--- src/common/isa_port_cfg.svh ---
`ifndef ISA_PORT_CFG_SVH
`define ISA_PORT_CFG_SVH

// ----------------------------------------------------------------------------
// Timing
// ----------------------------------------------------------------------------
// System clock rate in hertz.
`define CLK_RATE_HZ 100000000
// Nominal conversion result rate in hertz.
`define CONV_RATE_HZ 200

// ----------------------------------------------------------------------------
// Status register field positions and reset values
// ----------------------------------------------------------------------------
// Input-full flag position.
`define STAT_IN_FULL_BIT 0
// Output-full flag position.
`define STAT_OUT_FULL_BIT 1
// Value of every flag after reset.
`define FLAG_RESET 1'b0
// Idle level of the active-low bus strobes, held in the synchroniser during reset.
`define STROBE_IDLE 1'b1
// Buffer contents after reset.
`define BUF_RESET 8'h00
// Filter mode after reset: pass through.
`define FILTER_RESET 1'b0

// ----------------------------------------------------------------------------
// Host command bytes
// ----------------------------------------------------------------------------
// Read the latest result, three bytes least significant first.
`define CMD_GET_DATA 8'h01
// Read the digital input and output levels.
`define CMD_GET_IO 8'h03
// Pass converter results through unchanged.
`define CMD_FILTER_OFF 8'h10
// Apply the moving average.
`define CMD_FILTER_ON 8'h11
// Upper nibble of the set-outputs command; lower nibble carries the levels.
`define CMD_SET_OUT_HI 4'h2
// Terminating byte after every read transfer.
`define REPLY_OK 8'h00

`endif

--- src/common/isa_port_pkg.sv ---
package isa_port_pkg;

    // Every signal that arrives from outside the clock domain.
    typedef struct packed {
        logic [9:0]  sa;        // I/O address lines.
        logic        ior_n;     // I/O read strobe, active low.
        logic        iow_n;     // I/O write strobe, active low.
        logic [7:0]  data;      // Bus data lines.
        logic [7:0]  jumper;    // Address pattern for bits 9 to 2.
        logic [3:0]  dig_in;    // Digital inputs.
        logic [23:0] adc;       // Converter output word.
    } pin_in_t;

    // Service states of the polling loop, binary coded in loop order CONV, BUS, SEND, IO.
    typedef enum logic [1:0] {
        SVC_CONV = 2'b00,
        SVC_BUS  = 2'b01,
        SVC_IO   = 2'b11,
        SVC_SEND = 2'b10
    } svc_state_t;

endpackage : isa_port_pkg

--- src/hdl/pin_sync.sv ---
// ----------------------------------------------------------------------------
// Two-stage synchroniser for a group of pins
// ----------------------------------------------------------------------------
module pin_sync #(
    parameter int W = 8,
    parameter logic [W-1:0] RST_VAL = '0
) (
    input wire logic i_sys_clk,
    input wire logic i_reset,
    input wire logic [W-1:0] i_async,
    output logic [W-1:0] o_sync
);

    // First stage; read only by the second stage.
    logic [W-1:0] meta_ff;
    // Second stage, safe for logic to read.
    logic [W-1:0] stable_ff;

    // Both stages reset to the idle pattern chosen by the instance, so that
    // active-low strobes leave reset high and no false strobe edge follows.
    always_ff @(posedge i_sys_clk) begin
        if (i_reset) begin
            meta_ff <= RST_VAL;
            stable_ff <= RST_VAL;
        end else begin
            meta_ff <= i_async;
            stable_ff <= meta_ff;
        end
    end

    assign o_sync = stable_ff;

endmodule : pin_sync

--- src/hdl/isa_host_port_handshake.sv ---
`include "isa_port_cfg.svh"
module isa_host_port_handshake #(
    parameter int unsigned CONV_CYCLES = `CLK_RATE_HZ / `CONV_RATE_HZ
) (
    input wire logic i_sys_clk,
    input wire logic i_reset,
    input wire logic [9:0] i_sa,
    input wire logic i_ior_n,
    input wire logic i_iow_n,
    input wire logic [7:0] i_data,
    input wire logic [7:0] i_addr_jumper,
    input wire logic [3:0] i_dig_in,
    input wire logic [23:0] i_adc_data,
    output logic [7:0] o_data,
    output logic o_data_oe,
    output logic [3:0] o_dig_out,
    output logic [23:0] o_result
);

    // ------------------------------------------------------------------------
    // Pin synchronisation
    // ------------------------------------------------------------------------
    isa_port_pkg::pin_in_t raw_in;     // Pins as they arrive.
    isa_port_pkg::pin_in_t pin;        // Pins after two flip-flops.
    // Synchroniser contents during reset: strobes idle high, all else low.
    localparam isa_port_pkg::pin_in_t PIN_IDLE = '{sa: 10'h000, ior_n: `STROBE_IDLE,
        iow_n: `STROBE_IDLE, data: 8'h00, jumper: 8'h00, dig_in: 4'h0, adc: 24'h000000};
    assign raw_in = '{sa: i_sa, ior_n: i_ior_n, iow_n: i_iow_n, data: i_data,
                      jumper: i_addr_jumper, dig_in: i_dig_in, adc: i_adc_data};

    pin_sync #(.W($bits(isa_port_pkg::pin_in_t)), .RST_VAL(PIN_IDLE)) u_sync (
        .i_sys_clk(i_sys_clk),
        .i_reset(i_reset),
        .i_async(raw_in),
        .o_sync(pin)
    );

    // ------------------------------------------------------------------------
    // Bus decode and strobe edges
    // ------------------------------------------------------------------------
    logic hit;               // Address matches the jumper pattern.
    logic ior_d_ff;          // Read strobe one cycle ago.
    logic iow_d_ff;          // Write strobe one cycle ago.
    logic rd_pend_ff;        // A matched read strobe is in progress.
    logic rd_stat_ff;        // That read addresses the status register.
    logic wr_pend_ff;        // A matched data-port write is in progress.
    logic [7:0] wr_data_ff;  // Byte captured during the write strobe.
    logic wr_done;           // Trailing edge of a data-port write.
    logic rd_done;           // Trailing edge of any matched read.

    assign hit = (pin.sa[9:2] == pin.jumper);
    assign wr_done = wr_pend_ff && !iow_d_ff && pin.iow_n;
    assign rd_done = rd_pend_ff && !ior_d_ff && pin.ior_n;

    // Track strobes; strobes reset high so no false edge follows reset.
    // No bus reset pin exists, so only the power-up reset clears this.
    always_ff @(posedge i_sys_clk) begin
        if (i_reset) begin
            ior_d_ff <= 1'b1;
            iow_d_ff <= 1'b1;
            rd_pend_ff <= 1'b0;
            rd_stat_ff <= 1'b0;
            wr_pend_ff <= 1'b0;
            wr_data_ff <= `BUF_RESET;
        end else begin
            ior_d_ff <= pin.ior_n;
            iow_d_ff <= pin.iow_n;
            // Read select is latched while the strobe is low.
            if (!pin.ior_n && hit) begin
                rd_pend_ff <= 1'b1;
                rd_stat_ff <= pin.sa[0];
            end else if (pin.ior_n) begin
                rd_pend_ff <= 1'b0;
            end
            // Data is sampled each cycle the strobe stays low, so the
            // last value before the trailing edge is the one stored.
            // Writes to the status register are ignored.
            if (!pin.iow_n && hit && !pin.sa[0]) begin
                wr_pend_ff <= 1'b1;
                wr_data_ff <= pin.data;
            end else if (pin.iow_n) begin
                wr_pend_ff <= 1'b0;
            end
        end
    end

    // ------------------------------------------------------------------------
    // Buffers and handshake flags
    // ------------------------------------------------------------------------
    logic [7:0] in_buf_ff;       // Byte from the host to the processor.
    logic [7:0] out_buf_ff;      // Byte from the processor to the host.
    logic input_full_flag_ff;    // Host byte waiting.
    logic output_full_flag_ff;   // Processor byte waiting.
    logic take_in;               // Processor removes the input byte.
    logic load_out;              // Processor places an output byte.
    logic [7:0] nxt_out_byte;    // Byte placed by the processor.

    // Input side: a host write always lands, even over an unread byte.
    // Set wins over the processor's clear in the same cycle.
    always_ff @(posedge i_sys_clk) begin
        if (i_reset) begin
            in_buf_ff <= `BUF_RESET;
            input_full_flag_ff <= `FLAG_RESET;
        end else begin
            if (wr_done) begin
                in_buf_ff <= wr_data_ff;
                input_full_flag_ff <= 1'b1;
            end else if (take_in) begin
                input_full_flag_ff <= 1'b0;
            end
        end
    end

    // Output side: cleared only by the trailing edge of a data-port read.
    always_ff @(posedge i_sys_clk) begin
        if (i_reset) begin
            out_buf_ff <= `BUF_RESET;
            output_full_flag_ff <= `FLAG_RESET;
        end else begin
            if (load_out) begin
                out_buf_ff <= nxt_out_byte;
                output_full_flag_ff <= 1'b1;
            end else if (rd_done && !rd_stat_ff) begin
                output_full_flag_ff <= 1'b0;
            end
        end
    end

    // Drive the bus while a matched read strobe is low.
    always_ff @(posedge i_sys_clk) begin
        if (i_reset) begin
            o_data <= `BUF_RESET;
            o_data_oe <= 1'b0;
        end else begin
            o_data_oe <= hit && !pin.ior_n;
            if (pin.sa[0]) begin
                o_data <= '0;
                o_data[`STAT_IN_FULL_BIT] <= input_full_flag_ff;
                o_data[`STAT_OUT_FULL_BIT] <= output_full_flag_ff;
            end else begin
                o_data <= out_buf_ff;
            end
        end
    end

    // ------------------------------------------------------------------------
    // Conversion pacing and filter
    // ------------------------------------------------------------------------
    logic [31:0] conv_cnt_ff;     // Cycles since the last result.
    logic conv_pend_ff;           // A result is due for service.
    logic avg_mode_ff;            // Moving average selected.
    logic [23:0] hist_ff [0:3];   // Last four converter words.
    logic [25:0] avg_sum;         // Sum over the history window.
    isa_port_pkg::svc_state_t svc_ff; // Current service; the pacing logic reads it.

    // Free-running pacing counter; the pending flag survives until the
    // conversion service runs, so a busy loop delays but never loses it.
    always_ff @(posedge i_sys_clk) begin
        if (i_reset) begin
            conv_cnt_ff <= '0;
            conv_pend_ff <= 1'b0;
        end else begin
            if (conv_cnt_ff == CONV_CYCLES - 1) begin
                conv_cnt_ff <= '0;
                conv_pend_ff <= 1'b1;
            end else begin
                conv_cnt_ff <= conv_cnt_ff + 32'h00000001;
                if (svc_ff == isa_port_pkg::SVC_CONV) begin
                    conv_pend_ff <= 1'b0;
                end
            end
        end
    end

    assign avg_sum = {2'b00, hist_ff[0]} + {2'b00, hist_ff[1]}
                   + {2'b00, hist_ff[2]} + {2'b00, hist_ff[3]};

    // ------------------------------------------------------------------------
    // Polling service loop
    // ------------------------------------------------------------------------
    logic [7:0] tx_ff [0:3];           // Reply bytes in send order.
    logic [2:0] tx_left_ff;            // Reply bytes still to send.
    logic [1:0] tx_idx_ff;             // Next reply byte.

    assign take_in = (svc_ff == isa_port_pkg::SVC_BUS) && input_full_flag_ff;
    assign load_out = (svc_ff == isa_port_pkg::SVC_SEND) && !output_full_flag_ff
                      && (tx_left_ff != 3'h0);
    assign nxt_out_byte = tx_ff[tx_idx_ff];

    // Each service finishes before the loop moves on; a reply transfer
    // holds the loop until every reply byte has been loaded into the output buffer.
    always_ff @(posedge i_sys_clk) begin
        if (i_reset) begin
            svc_ff <= isa_port_pkg::SVC_CONV;
            tx_left_ff <= 3'h0;
            tx_idx_ff <= 2'h0;
            avg_mode_ff <= `FILTER_RESET;
            o_dig_out <= 4'h0;
            o_result <= 24'h000000;
            for (int i = 0; i < 4; i++) begin
                hist_ff[i] <= 24'h000000;
                tx_ff[i] <= `REPLY_OK;
            end
        end else begin
            unique case (svc_ff)
                isa_port_pkg::SVC_CONV: begin
                    if (conv_pend_ff) begin
                        hist_ff[0] <= pin.adc;
                        for (int i = 1; i < 4; i++) begin
                            hist_ff[i] <= hist_ff[i-1];
                        end
                        // Average uses the window before this word lands.
                        o_result <= avg_mode_ff ? avg_sum[25:2] : pin.adc;
                    end
                    svc_ff <= isa_port_pkg::SVC_BUS;
                end
                isa_port_pkg::SVC_BUS: begin
                    svc_ff <= isa_port_pkg::SVC_IO;
                    if (input_full_flag_ff) begin
                        tx_idx_ff <= 2'h0;
                        if (in_buf_ff == `CMD_GET_DATA) begin
                            tx_ff[0] <= o_result[7:0];
                            tx_ff[1] <= o_result[15:8];
                            tx_ff[2] <= o_result[23:16];
                            tx_ff[3] <= `REPLY_OK;
                            tx_left_ff <= 3'h4;
                            svc_ff <= isa_port_pkg::SVC_SEND;
                        end else if (in_buf_ff == `CMD_GET_IO) begin
                            tx_ff[0] <= {o_dig_out, pin.dig_in};
                            tx_ff[1] <= `REPLY_OK;
                            tx_left_ff <= 3'h2;
                            svc_ff <= isa_port_pkg::SVC_SEND;
                        end else if (in_buf_ff == `CMD_FILTER_OFF) begin
                            avg_mode_ff <= 1'b0;
                        end else if (in_buf_ff == `CMD_FILTER_ON) begin
                            avg_mode_ff <= 1'b1;
                        end else if (in_buf_ff[7:4] == `CMD_SET_OUT_HI) begin
                            o_dig_out <= in_buf_ff[3:0];
                        end
                    end
                end
                isa_port_pkg::SVC_SEND: begin
                    if (load_out) begin
                        tx_idx_ff <= tx_idx_ff + 2'h1;
                        tx_left_ff <= tx_left_ff - 3'h1;
                    end
                    if (tx_left_ff == 3'h0) begin
                        svc_ff <= isa_port_pkg::SVC_IO;
                    end
                end
                isa_port_pkg::SVC_IO: begin
                    svc_ff <= isa_port_pkg::SVC_CONV;
                end
            endcase
        end
    end

    // ------------------------------------------------------------------------
    // Checks
    // ------------------------------------------------------------------------
    a_write_sets_in: assert property (@(posedge i_sys_clk) disable iff (i_reset)
        wr_done |=> input_full_flag_ff && in_buf_ff == $past(wr_data_ff))
        else $error("Host write did not set input-full.");
    a_take_clears_in: assert property (@(posedge i_sys_clk) disable iff (i_reset)
        take_in && !wr_done |=> !input_full_flag_ff)
        else $error("Processor take did not clear input-full.");
    a_load_sets_out: assert property (@(posedge i_sys_clk) disable iff (i_reset)
        load_out |-> !output_full_flag_ff ##1 output_full_flag_ff)
        else $error("Output load broke the output-full handshake.");
    a_data_read_clr: assert property (@(posedge i_sys_clk) disable iff (i_reset)
        rd_done && !rd_stat_ff && !load_out |=> !output_full_flag_ff)
        else $error("Data read did not clear output-full.");
    a_stat_read_keep: assert property (@(posedge i_sys_clk) disable iff (i_reset)
        rd_done && rd_stat_ff && !load_out |=> $stable(output_full_flag_ff))
        else $error("Status read changed output-full.");
    a_no_drive_miss: assert property (@(posedge i_sys_clk) disable iff (i_reset)
        !hit |=> !o_data_oe)
        else $error("Data driven for an unmatched address.");
    a_stat_layout: assert property (@(posedge i_sys_clk) disable iff (i_reset)
        pin.sa[0] |=> o_data[7:2] == 6'h00
            && o_data[`STAT_OUT_FULL_BIT] == $past(output_full_flag_ff))
        else $error("Status byte layout wrong.");
    a_conv_pass: assert property (@(posedge i_sys_clk) disable iff (i_reset)
        svc_ff == isa_port_pkg::SVC_CONV && conv_pend_ff && !avg_mode_ff
            |=> o_result == $past(pin.adc))
        else $error("Pass-through result differs from converter word.");
    a_conv_period: assert property (@(posedge i_sys_clk) disable iff (i_reset)
        conv_cnt_ff == CONV_CYCLES - 1 |=> conv_pend_ff && conv_cnt_ff == 32'h00000000)
        else $error("Conversion pacing off.");

endmodule : isa_host_port_handshake

--- config.mk ---
export PLATFORM = sky130hd
export DESIGN_NAME = isa_host_port_handshake
export DESIGN_NICKNAME = d
export VERILOG_FILES = /design/src/common/isa_port_pkg.sv /design/src/hdl/pin_sync.sv /design/src/hdl/isa_host_port_handshake.sv
export VERILOG_INCLUDE_DIRS = /design/src /design/src/common
export SDC_FILE = /design/constraint.sdc
export NUM_CORES = 1
export LEC_CHECK = 0
export BUFFER_PORTS_ARGS = -buffer_cell sky130_fd_sc_hd__buf_2
export CAP_MARGIN = 30
export CORE_MARGIN = 4
export CORE_UTILIZATION = 55
export DETAILED_ROUTE_END_ITERATION = 10
export PLACE_DENSITY = 0.72
export SLEW_MARGIN = 40
export SYNTH_ARGS = -nofsm -noshare
export SYNTH_HDL_FRONTEND = slang
export SYNTH_SLANG_ARGS = --single-unit
--- constraint.sdc ---
create_clock -name i_sys_clk -period 3.4 [get_ports i_sys_clk]
set_input_delay 0.51 -clock i_sys_clk [delete_from_list [all_inputs] [get_ports i_sys_clk]]
set_output_delay 0.51 -clock i_sys_clk [all_outputs]
set_load 0.02 [all_outputs]
==> flow_summary.toml, run 1 <==
[detailed_routing]
final_antenna_net_count = 0
num_vias = 9535
drt_wl_total_um = 28700
drc = 0
post_drt_wl_per_cell_um = 15.6
first_pass_iters = 5
initialDrtViolationCount = 631
via_per_inst = 5.18

[run_status]
violations = "negative setup slack"
status = "finished with violations"

[synth]
synth_warnings = 0
synth_cell_type_count = 63
synth_fp_nets = 1487
synth_compound_gate_area_share_pct = 6.84
post-synth-top-count-cell = "dfxtp_1"
yosys.area.top_type_share_pct = 30.3
synth_commonest_cells = "dfxtp_1, nor2_1, inv_1, edfxtp_1, nor2b_1"
ys_seq_area_share_pct = 55.2
synthMuxAreaShare_pct = 2.70
ys_seq_elements = 339
synth-xor-area-share_pct = 3.33
synthAdderAreaFrac_pct = 9.23
netlist_area_mm2 = 0.0145
synth_top_family_by_area = "simple AND/OR/NAND/NOR gates"
synth_edf_count = 120
synth_area_per_cell_um2 = 10.7
yosysTopAreaCell = "dfxtp_1"
postSynthCellCount = 1351
synthTopCellsByArea = "dfxtp_1, edfxtp_1, fa_1"
async_reset_ff_share_pct = 0
yosys.area_share.simple_pct = 17.0
yosys_most_used_dff = "dfxtp_1"

[clock_tree]
htree_levels = 2
clk_latency_ps = 510
numCtsBuffers = 36
cts_tree = "built"
postCtsHoldBufs = 0
clk_pin_slew_worst_paths_ps = 60
cts_sinks = 339
clock_path_buffers = 3
root_buffer = "clkbuf_16"

[placement]
port_buffers = 93
gp_congestion = 0.900
dpl.hpwl_um = 19800
place_area_mm2 = 0.0154

[job]
cap_violations = 0

[die]
fp.dieW_um = 170
die_y_um = 170
num_io_pins = 95
initial_core_util_pct = 55.7
row_count = 59
dieArea_mm2 = 0.0290
coreArea_mm2 = 0.0260

[critical_path]
crit_type = "flip-flop to flip-flop"
worst-r2r-setup-slack_ps = -120
crit_start = "hist_ff[0][49]"
end_kind = "flip-flop"
start_kind = "flip-flop"
critPathRequiredTime_ps = 3850
crit_fanout = 3
rr_startpoint = "hist_ff[0][49]"
worst_ep_arrival_time_ps = 3970

[sta]
maxSlewHeadroom_pct = 52.6
tightest_slew_ps = 710
hold_viol = 0
timing.fmax_ghz = 0.284
finalCriticalPeriod_ps = 3520
rsz0062_at_grt = "true"
timing.final.ws_setup_ps = -116
drv_slew = 0
finClkSkew_ps = 10.6
setup_viol = 2
fin_crit_sh_pct = 103

[global_routing]
grt_max_degree = 103
grt_pass1_vias = 9397
grt_antenna_before_repair = 1
grt_usage_pct = 20.0
grt_overflow = 0
grt_pass1_wl_um = 46800

[power]
power_density_mw_per_mm2 = 571
leakagePower_uw = 0.00706
ir_drop_v = 0.000503

[layout]
nets = 1612
drive_gt1_share_pct = 16.3
final_area_mm2 = 0.0168
final_util_pct = 64.8
area_delta_synth_final_pct = 16.4

[hold_path]
hold_class = "primary input to flip-flop"
hold_start = "i_ior_n"
per-stage QoR:
step                hold slack (ps)  setup WS [ps]  std cells  total power, uW  setup TNS (ps)
floorplan                       389          -80.5       1351             5380           -80.5
global placement                401           -185       1768             5710            -307
detailed placement              394           -296       1768             5740            -830
CTS                             155           -102       1836             9640            -102
global route                    165           -235       1839            10000           -1210
finish                          172           -116       1840             9610            -155
path summary, 6_finish.rpt:
kind	to	depth (start not counted)
worst max register to register	o_result[21]	13
worst max-delay path	o_result[21]	13
worst min-delay path	u_sync.meta_ff[45]	2
worst min register to register	u_sync.o_sync[44]	1
timing repair:
| item | 4_1_cts | 5_1_grt |
|---|---|---|
| pin swaps | 10 | 8 |
| endpoints found under the setup margin | 9 | 9 |
| buffers inserted | 2 | 3 |
| gates resized for setup | 14 | 20 |
cell type report:
class,instances,area [um^2]
timing repair buffer,139,821
inverter,154,582
tap,335,419
multi-input combinational,806,5820
fill,2001,9150
clock buffer,56,1140
sequential,339,7990
antenna,1,2.50
clock inverter,10,68.8
logic make-up after synthesis:
kind of cell	after synthesis
DFF	339
muxes	39
AOI/OAI and AO/OA	155
adders and majority gates	78
buffers and inverters	206
and+or+nand+nor	479
xor gates and xnor gates	55
sequential cells by signal, summed over array words and instances, names as in the netlist, 2 cells and up:
name	flops
conv_cnt_ff	32
hist_ff	96
in_buf_ff	8
o_data	8
o_dig_out	4
o_result	24
out_buf_ff	8
svc_ff	2
tx_ff	24
tx_idx_ff	2
tx_left_ff	3
u_sync.meta_ff	55
u_sync.o_sync	55
wr_data_ff	8
layout by cell type, fill, tap and decap left out, types with 5 or more instances in the layout:
cell       instances
nand3_1           23
nand2_1           50
nand4_1            9
edfxtp_1         120
a22oi_1           12
a211oi_1          11
nor2_1           168
mux2i_1           39
inv_1            145
inv_2              7
or2_2             10
dfxtp_1          219
nor2b_1          109
and4_1             6
clkinv_2           6
buf_2             92
xnor2_1           21
xor2_1            34
buf_4             45
a21oi_1           34
o21ai_1            6
nor3_1             5
o21ai_0           39
a22o_1             8
clkbuf_1           8
ha_1              29
clkbuf_8           8
and2_1            50
nand2b_1           8
and3_1             9
nor4_1            10
clkbuf_16         40
fa_1              47
power by group:
group          internal (uW)  leakage, uW  switching (uW)  total (uW)
Combinational            575      0.00343             733        1310
Sequential              4360      0.00303            73.9        4430
Clock                   2330     0.000599            1550        3870
layer usage:
metal | vias up | routed length, um | GRT usage (%)
li1 | 4688 | - | -
met1 | 4556 | 12800 | 27.1
met2 | 248 | 13600 | 33.0
met3 | 43 | 1740 | 4.11
met4 | 0 | 538 | 5.21
met5 | - | 0 | 0
critical path, stage by stage, from the launching register on:
cell	delay [ps]
edfxtp_1	350
inv_2	50
fa_1	550
fa_1	410
or3b_4	390
inv_2	70
fa_2	210
a21oi_2	80
o22a_1	230
o21ai_2	170
a41oi_2	150
or3_4	370
a2111oi_4	280
nand3b_1	140
Note: power is estimated with default switching activity, not from simulation.
==> run 2: changes to the inputs <==
- CELL_PAD_IN_SITES_DETAIL_PLACEMENT: unset -> 1
- CELL_PAD_IN_SITES_GLOBAL_PLACEMENT: unset -> 1
- CORE_UTILIZATION: 55 -> 44
- MAX_ROUTING_LAYER: unset -> met4
==> run 2 against run 1 <==
Effect of this change:
- die area grew 24%
- combinational power grew 9%
- critical path depth did not move
- sequential power about the same
- first-iteration DRC count decreased by 25%
- total power rose by 1.8%
- flip-flop and latch count is the same
- fmax is 2.0% lower
- the flow still finishes with violations (negative setup slack)
- clock power grew 1%
- clock-buffer cell count shrank 3
- largest cell class unchanged
- via count is 1.2% higher
- worst setup slack got worse by 71 ps
==> flow_summary.toml, run 2 (same netlist as run 1, synthesis figures left out) <==
[placement]
port_buffers = 93
gp_congestion = 0.850
placedCellCount = 1881
dpl.hpwl_um = 22900

[global_routing]
grt_use_met3_pct = 2.99
use_met1_pct = 24.2
grt_usage_pct = 18.6
grt_overflow = 0
grt_max_degree = 97
use_met2_pct = 30.7
grt_pass1_wl_um = 52600
grt_busiest_layer = "met2"
grt_pass1_vias = 10135
grt_antenna_before_repair = 0

[clock_tree]
cts_sinks = 339
clk_pin_slew_worst_paths_ps = 60
clk_latency_ps = 510
numCtsBuffers = 36
cts_tree = "built"
root_buffer = "clkbuf_16"
postCtsHoldBufs = 0
clock_path_buffers = 3
htree_levels = 2

[layout]
drive_gt1_share_pct = 18.1
regMostFlops = "hist_ff"
final_util_pct = 52.9
fillers = 3528
layout_common_cells = "dfxtp_1, nor2_1, inv_1"
multi_input_area_mm2 = 0.00591
final_cells = 1956
nets = 1624
seq_area_mm2 = 0.00799
n_antenna_cell = 0
layout_commonest_cell = "dfxtp_1"
area_delta_synth_final_pct = 18.6
largest_reg_flops = 96

[sta]
maxSlewHeadroom_pct = 56.6
fin_crit_sh_pct = 105
timing.final.ws_setup_ps = -187
timing.fmax_ghz = 0.279
setup_viol = 5
finClkSkew_ps = 13.2
hold_viol = 0
rsz0062_at_grt = "true"
tightest_slew_ps = 651
whs_ps = 178
drv_slew = 0
tns_ps = -464
finalCriticalPeriod_ps = 3590

[detailed_routing]
first_pass_iters = 4
initialDrtViolationCount = 476
num_vias = 9654
post_drt_wl_per_cell_um = 16.8
via_per_inst = 4.94
drc = 0
final_antenna_net_count = 0
drt_wl_total_um = 32800

[run_status]
status = "finished with violations"
violations = "negative setup slack"

[die]
die_y_um = 189
row_count = 66
dieArea_mm2 = 0.0359
initial_core_util_pct = 44.6
num_io_pins = 95
fp.dieW_um = 189
coreArea_mm2 = 0.0325

[critical_path]
worst_ep_arrival_time_ps = 4040
crit_type = "flip-flop to flip-flop"
end_kind = "flip-flop"
start_kind = "flip-flop"
critPathRequiredTime_ps = 3850
crit_fanout = 2

[power]
power_density_mw_per_mm2 = 570
ir_drop_v = 0.000286
leakagePower_uw = 0.00712

[hold_path]
hold_class = "primary input to flip-flop"

[job]
cap_violations = 0
-- run 2: changes by cell type in the layout (fill, tap and decap cells not counted), moves of 3 or more --
cell / previous run / this run
buf_4: 45 / 54
ha_1: 29 / 25
o21ai_0: 39 / 35
o21ai_1: 6 / 10
a21oi_1: 34 / 31
clkbuf_1: 8 / 5
ha_4: 1 / 4
-- run 2: stage by stage --
step           worst slack (ps)  power, uW  cell area (um^2)
2_1_floorplan             -80.5       5380             14500
3_3_place_gp               -226       5750             15600
3_5_place_dp               -397       5800             15700
4_1_cts                    -195       9790             16900
5_1_grt                    -286      10200             17200
6_report                   -187       9790             17200
-- run 2: area by class of cell --
class | count | area share, %
Multi-Input combinational cell | 806 | 34.5
Sequential cell | 339 | 46.5
Tap cell | 442 | 3.22
Inverter | 154 | 3.39
Timing Repair Buffer | 151 | 5.42
Clock inverter | 11 | 0.496
Clock buffer | 53 | 6.45
-- run 2: metal layers --
metal	vias to the layer above	part of all wire (%)
met2	151	49
li1	4701	-
met3	54	4.2
met4	0	2.1
met1	4748	44
met5	-	0
-- run 2: path summary, 6_finish.rpt --
kind | startpoint | endpoint | slack, ps | cells after the start
max | hist_ff[0][49] | o_result[21] | -190 | 13
max reg2reg | hist_ff[0][49] | o_result[21] | -190 | 13
min | i_iow_n | u_sync.meta_ff[44] | 180 | 2
min reg2reg | u_sync.meta_ff[44] | u_sync.o_sync[44] | 410 | 1
-- run 2: report_power, final --
part / leakage (uW) / internal (uW) / switching [uW] / total, uW
sequential: 0.00303 / 4360 / 76.9 / 4430
combinational: 0.00350 / 634 / 801 / 1430
clock: 0.000592 / 2330 / 1580 / 3920
total: 0.00712 / 7320 / 2460 / 9790
-- run 2: timing repair --
action | CTS | global route
cloned | 0 | 0
gates resized for setup | 22 | 36
setup endpoints to repair | 9 | 12
pin swaps | 14 | 25
setup buffers | 2 | 9
-- run 2: worst max-delay path, stage by stage, from the launching register on --
cell and delay [ps]:
edfxtp_1 350, inv_2 60, fa_1 570, fa_1 420
or3b_4 400, inv_2 70, fa_2 230, a21oi_4 70
o22a_1 210, o21ai_2 210, a41oi_2 140, or3_4 370
a2111oi_4 280, nand3b_1 140
==> run 3: changes to the inputs <==
--- a/config.mk
+++ b/config.mk
@@ -16,4 +16,5 @@
 export MAX_ROUTING_LAYER = met4
 export PLACE_DENSITY = 0.72
+export REMOVE_ABC_BUFFERS = 1
 export SLEW_MARGIN = 40
 export SYNTH_ARGS = -nofsm -noshare
==> constraint.sdc (replaced) <==
create_clock -name i_sys_clk -period 3.4 [get_ports i_sys_clk]
set_input_delay 0.34 -clock i_sys_clk [delete_from_list [all_inputs] [get_ports i_sys_clk]]
set_output_delay 0.34 -clock i_sys_clk [all_outputs]
set_load 0.02 [all_outputs]
==> run 3 against run 2 <==
Effect of this change:
- the run still ends with negative setup slack left
- non-clock buffer count is 9 higher
- clock-buffer cell count shrank 1
- register-to-register slack got worse by 30 ps
- flip-flop and latch count stayed put
- first-iteration DRC count is 20% lower
==> flow_summary.toml, run 3 (same netlist as run 1, synthesis figures left out) <==
[detailed_routing]
initialDrtViolationCount = 383
post_drt_wl_per_cell_um = 17.5
final_antenna_net_count = 0
via_per_inst = 5.04
drc = 0
drt_wl_total_um = 34500
first_pass_iters = 4
num_vias = 9919

[layout]
drive_gt1_share_pct = 20.3
n_antenna_cell = 0
fillers = 3524
regMostFlops = "hist_ff"
largest_reg_flops = 96
layout_common_cells = "dfxtp_1, nor2_1, inv_1"
layout_commonest_cell = "dfxtp_1"
multi_input_area_mm2 = 0.00601
final_util_pct = 53.8
seq_area_mm2 = 0.00799
nets = 1635
area_delta_synth_final_pct = 20.6

[global_routing]
grt_usage_pct = 19.4
grt_antenna_before_repair = 0
grt_overflow = 0
grt_max_degree = 79
grt_pass1_vias = 10632
grt_pass1_wl_um = 54800

[clock_tree]
clk_latency_ps = 530
clock_path_buffers = 3
cts_tree = "built"
cts_sinks = 339
clk_pin_slew_worst_paths_ps = 60
root_buffer = "clkbuf_16"
numCtsBuffers = 38
htree_levels = 2

[critical_path]
crit_fanout = 2
crit_type = "flip-flop to flip-flop"
end_kind = "flip-flop"
critPathRequiredTime_ps = 3860
start_kind = "flip-flop"
crit_start = "hist_ff[0][25]"
rr_startpoint = "hist_ff[0][25]"
worst_ep_arrival_time_ps = 4070

[sta]
tns_ps = -365
drv_slew = 0
setup_viol = 5
tightest_slew_ps = 794
rsz0062_at_grt = "true"
timing.final.ws_setup_ps = -215
timing.fmax_ghz = 0.277
maxSlewHeadroom_pct = 47.1
hold_viol = 0
fin_crit_sh_pct = 106
finalCriticalPeriod_ps = 3610
finClkSkew_ps = 15.6

[die]
die_y_um = 189
initial_core_util_pct = 44.6
row_count = 66
num_io_pins = 95
fp.dieW_um = 189
dieArea_mm2 = 0.0359
coreArea_mm2 = 0.0325

[power]
ir_drop_v = 0.000319
power_density_mw_per_mm2 = 583
leakagePower_uw = 0.00724

[placement]
dpl.hpwl_um = 23100
gp_congestion = 0.830
port_buffers = 93

[hold_path]
hold_class = "primary input to flip-flop"
hold_start = "i_sa[3]"

[job]
cap_violations = 0

[run_status]
violations = "negative setup slack"
status = "finished with violations"
[run 3: cell count changes in the layout (fill, tap and decap cells not counted), sizes merged]
cell / delta
dlygate4sd3: +2
clkbuf: -1
bufinv: +1
clkinvlp: -3
buf: +7
clkinv: +5
[run 3: what timing repair did]
action / CTS / global route
setup buffers: 7 / 9
pin swaps: 31 / 29
resized for setup: 42 / 62
hold endpoints to repair: 2 / 0
endpoints found under the setup margin: 13 / 15
hold buffers: 2 / 0
gates cloned: 0 / 0
[run 3: power by group]
group	switching [uW]	internal [uW]
logic	869	698
registers	75.3	4360
clock network	1640	2530
[run 3: area by class of cell]
cell class,count,share of cell area (%)
flip-flops and latches,339,45.8
inverters,154,3.32
clock inverters,14,0.860
repair buffers,160,5.85
multi-input cells,806,34.4
clock buffers,52,6.58
well taps,442,3.17
[run 3: layer usage]
layer | routed length, um | global-route usage, % | vias to the layer above
met5 | 0 | - | -
met4 | 938 | 5.15 | 0
met3 | 1330 | 2.95 | 63
met2 | 17600 | 33.9 | 172
met1 | 14600 | 23.5 | 4946
li1 | - | - | 4738
[run 3: worst max-delay path: stages, from the launching register on]
cell,delay [ps]
edfxtp_1,410
inv_2,90
fa_1,430
fa_1,440
or3b_4,390
inv_2,70
fa_2,230
a21oi_4,80
o22a_4,250
o21ai_4,170
a41oi_2,170
or3_4,390
a2111oi_4,290
nand3b_1,150
[run 3: stage by stage]
stage               cell area (um^2)  hold slack [ps]  cells  setup WS [ps]  total power [uW]
floorplan                      14200              389   1299           -542              5340
global placement               15700              395   1887           -278              5770
detailed placement             15700              400   1887           -531              5830
CTS                            17200             4.02   1962           -232             10100
global route                   17500             9.08   1967           -316             10600
finish                         17500             27.3   1967           -215             10200
[run 3: path summary, 6_finish.rpt]
kind / to / slack [ps] / cells past startpoint
worst min register to register: u_sync.o_sync[45] / 410 / 1
worst min-delay path: u_sync.meta_ff[49] / 30 / 2
worst max-delay path: o_result[21] / -210 / 13
worst max register to register: o_result[21] / -210 / 13
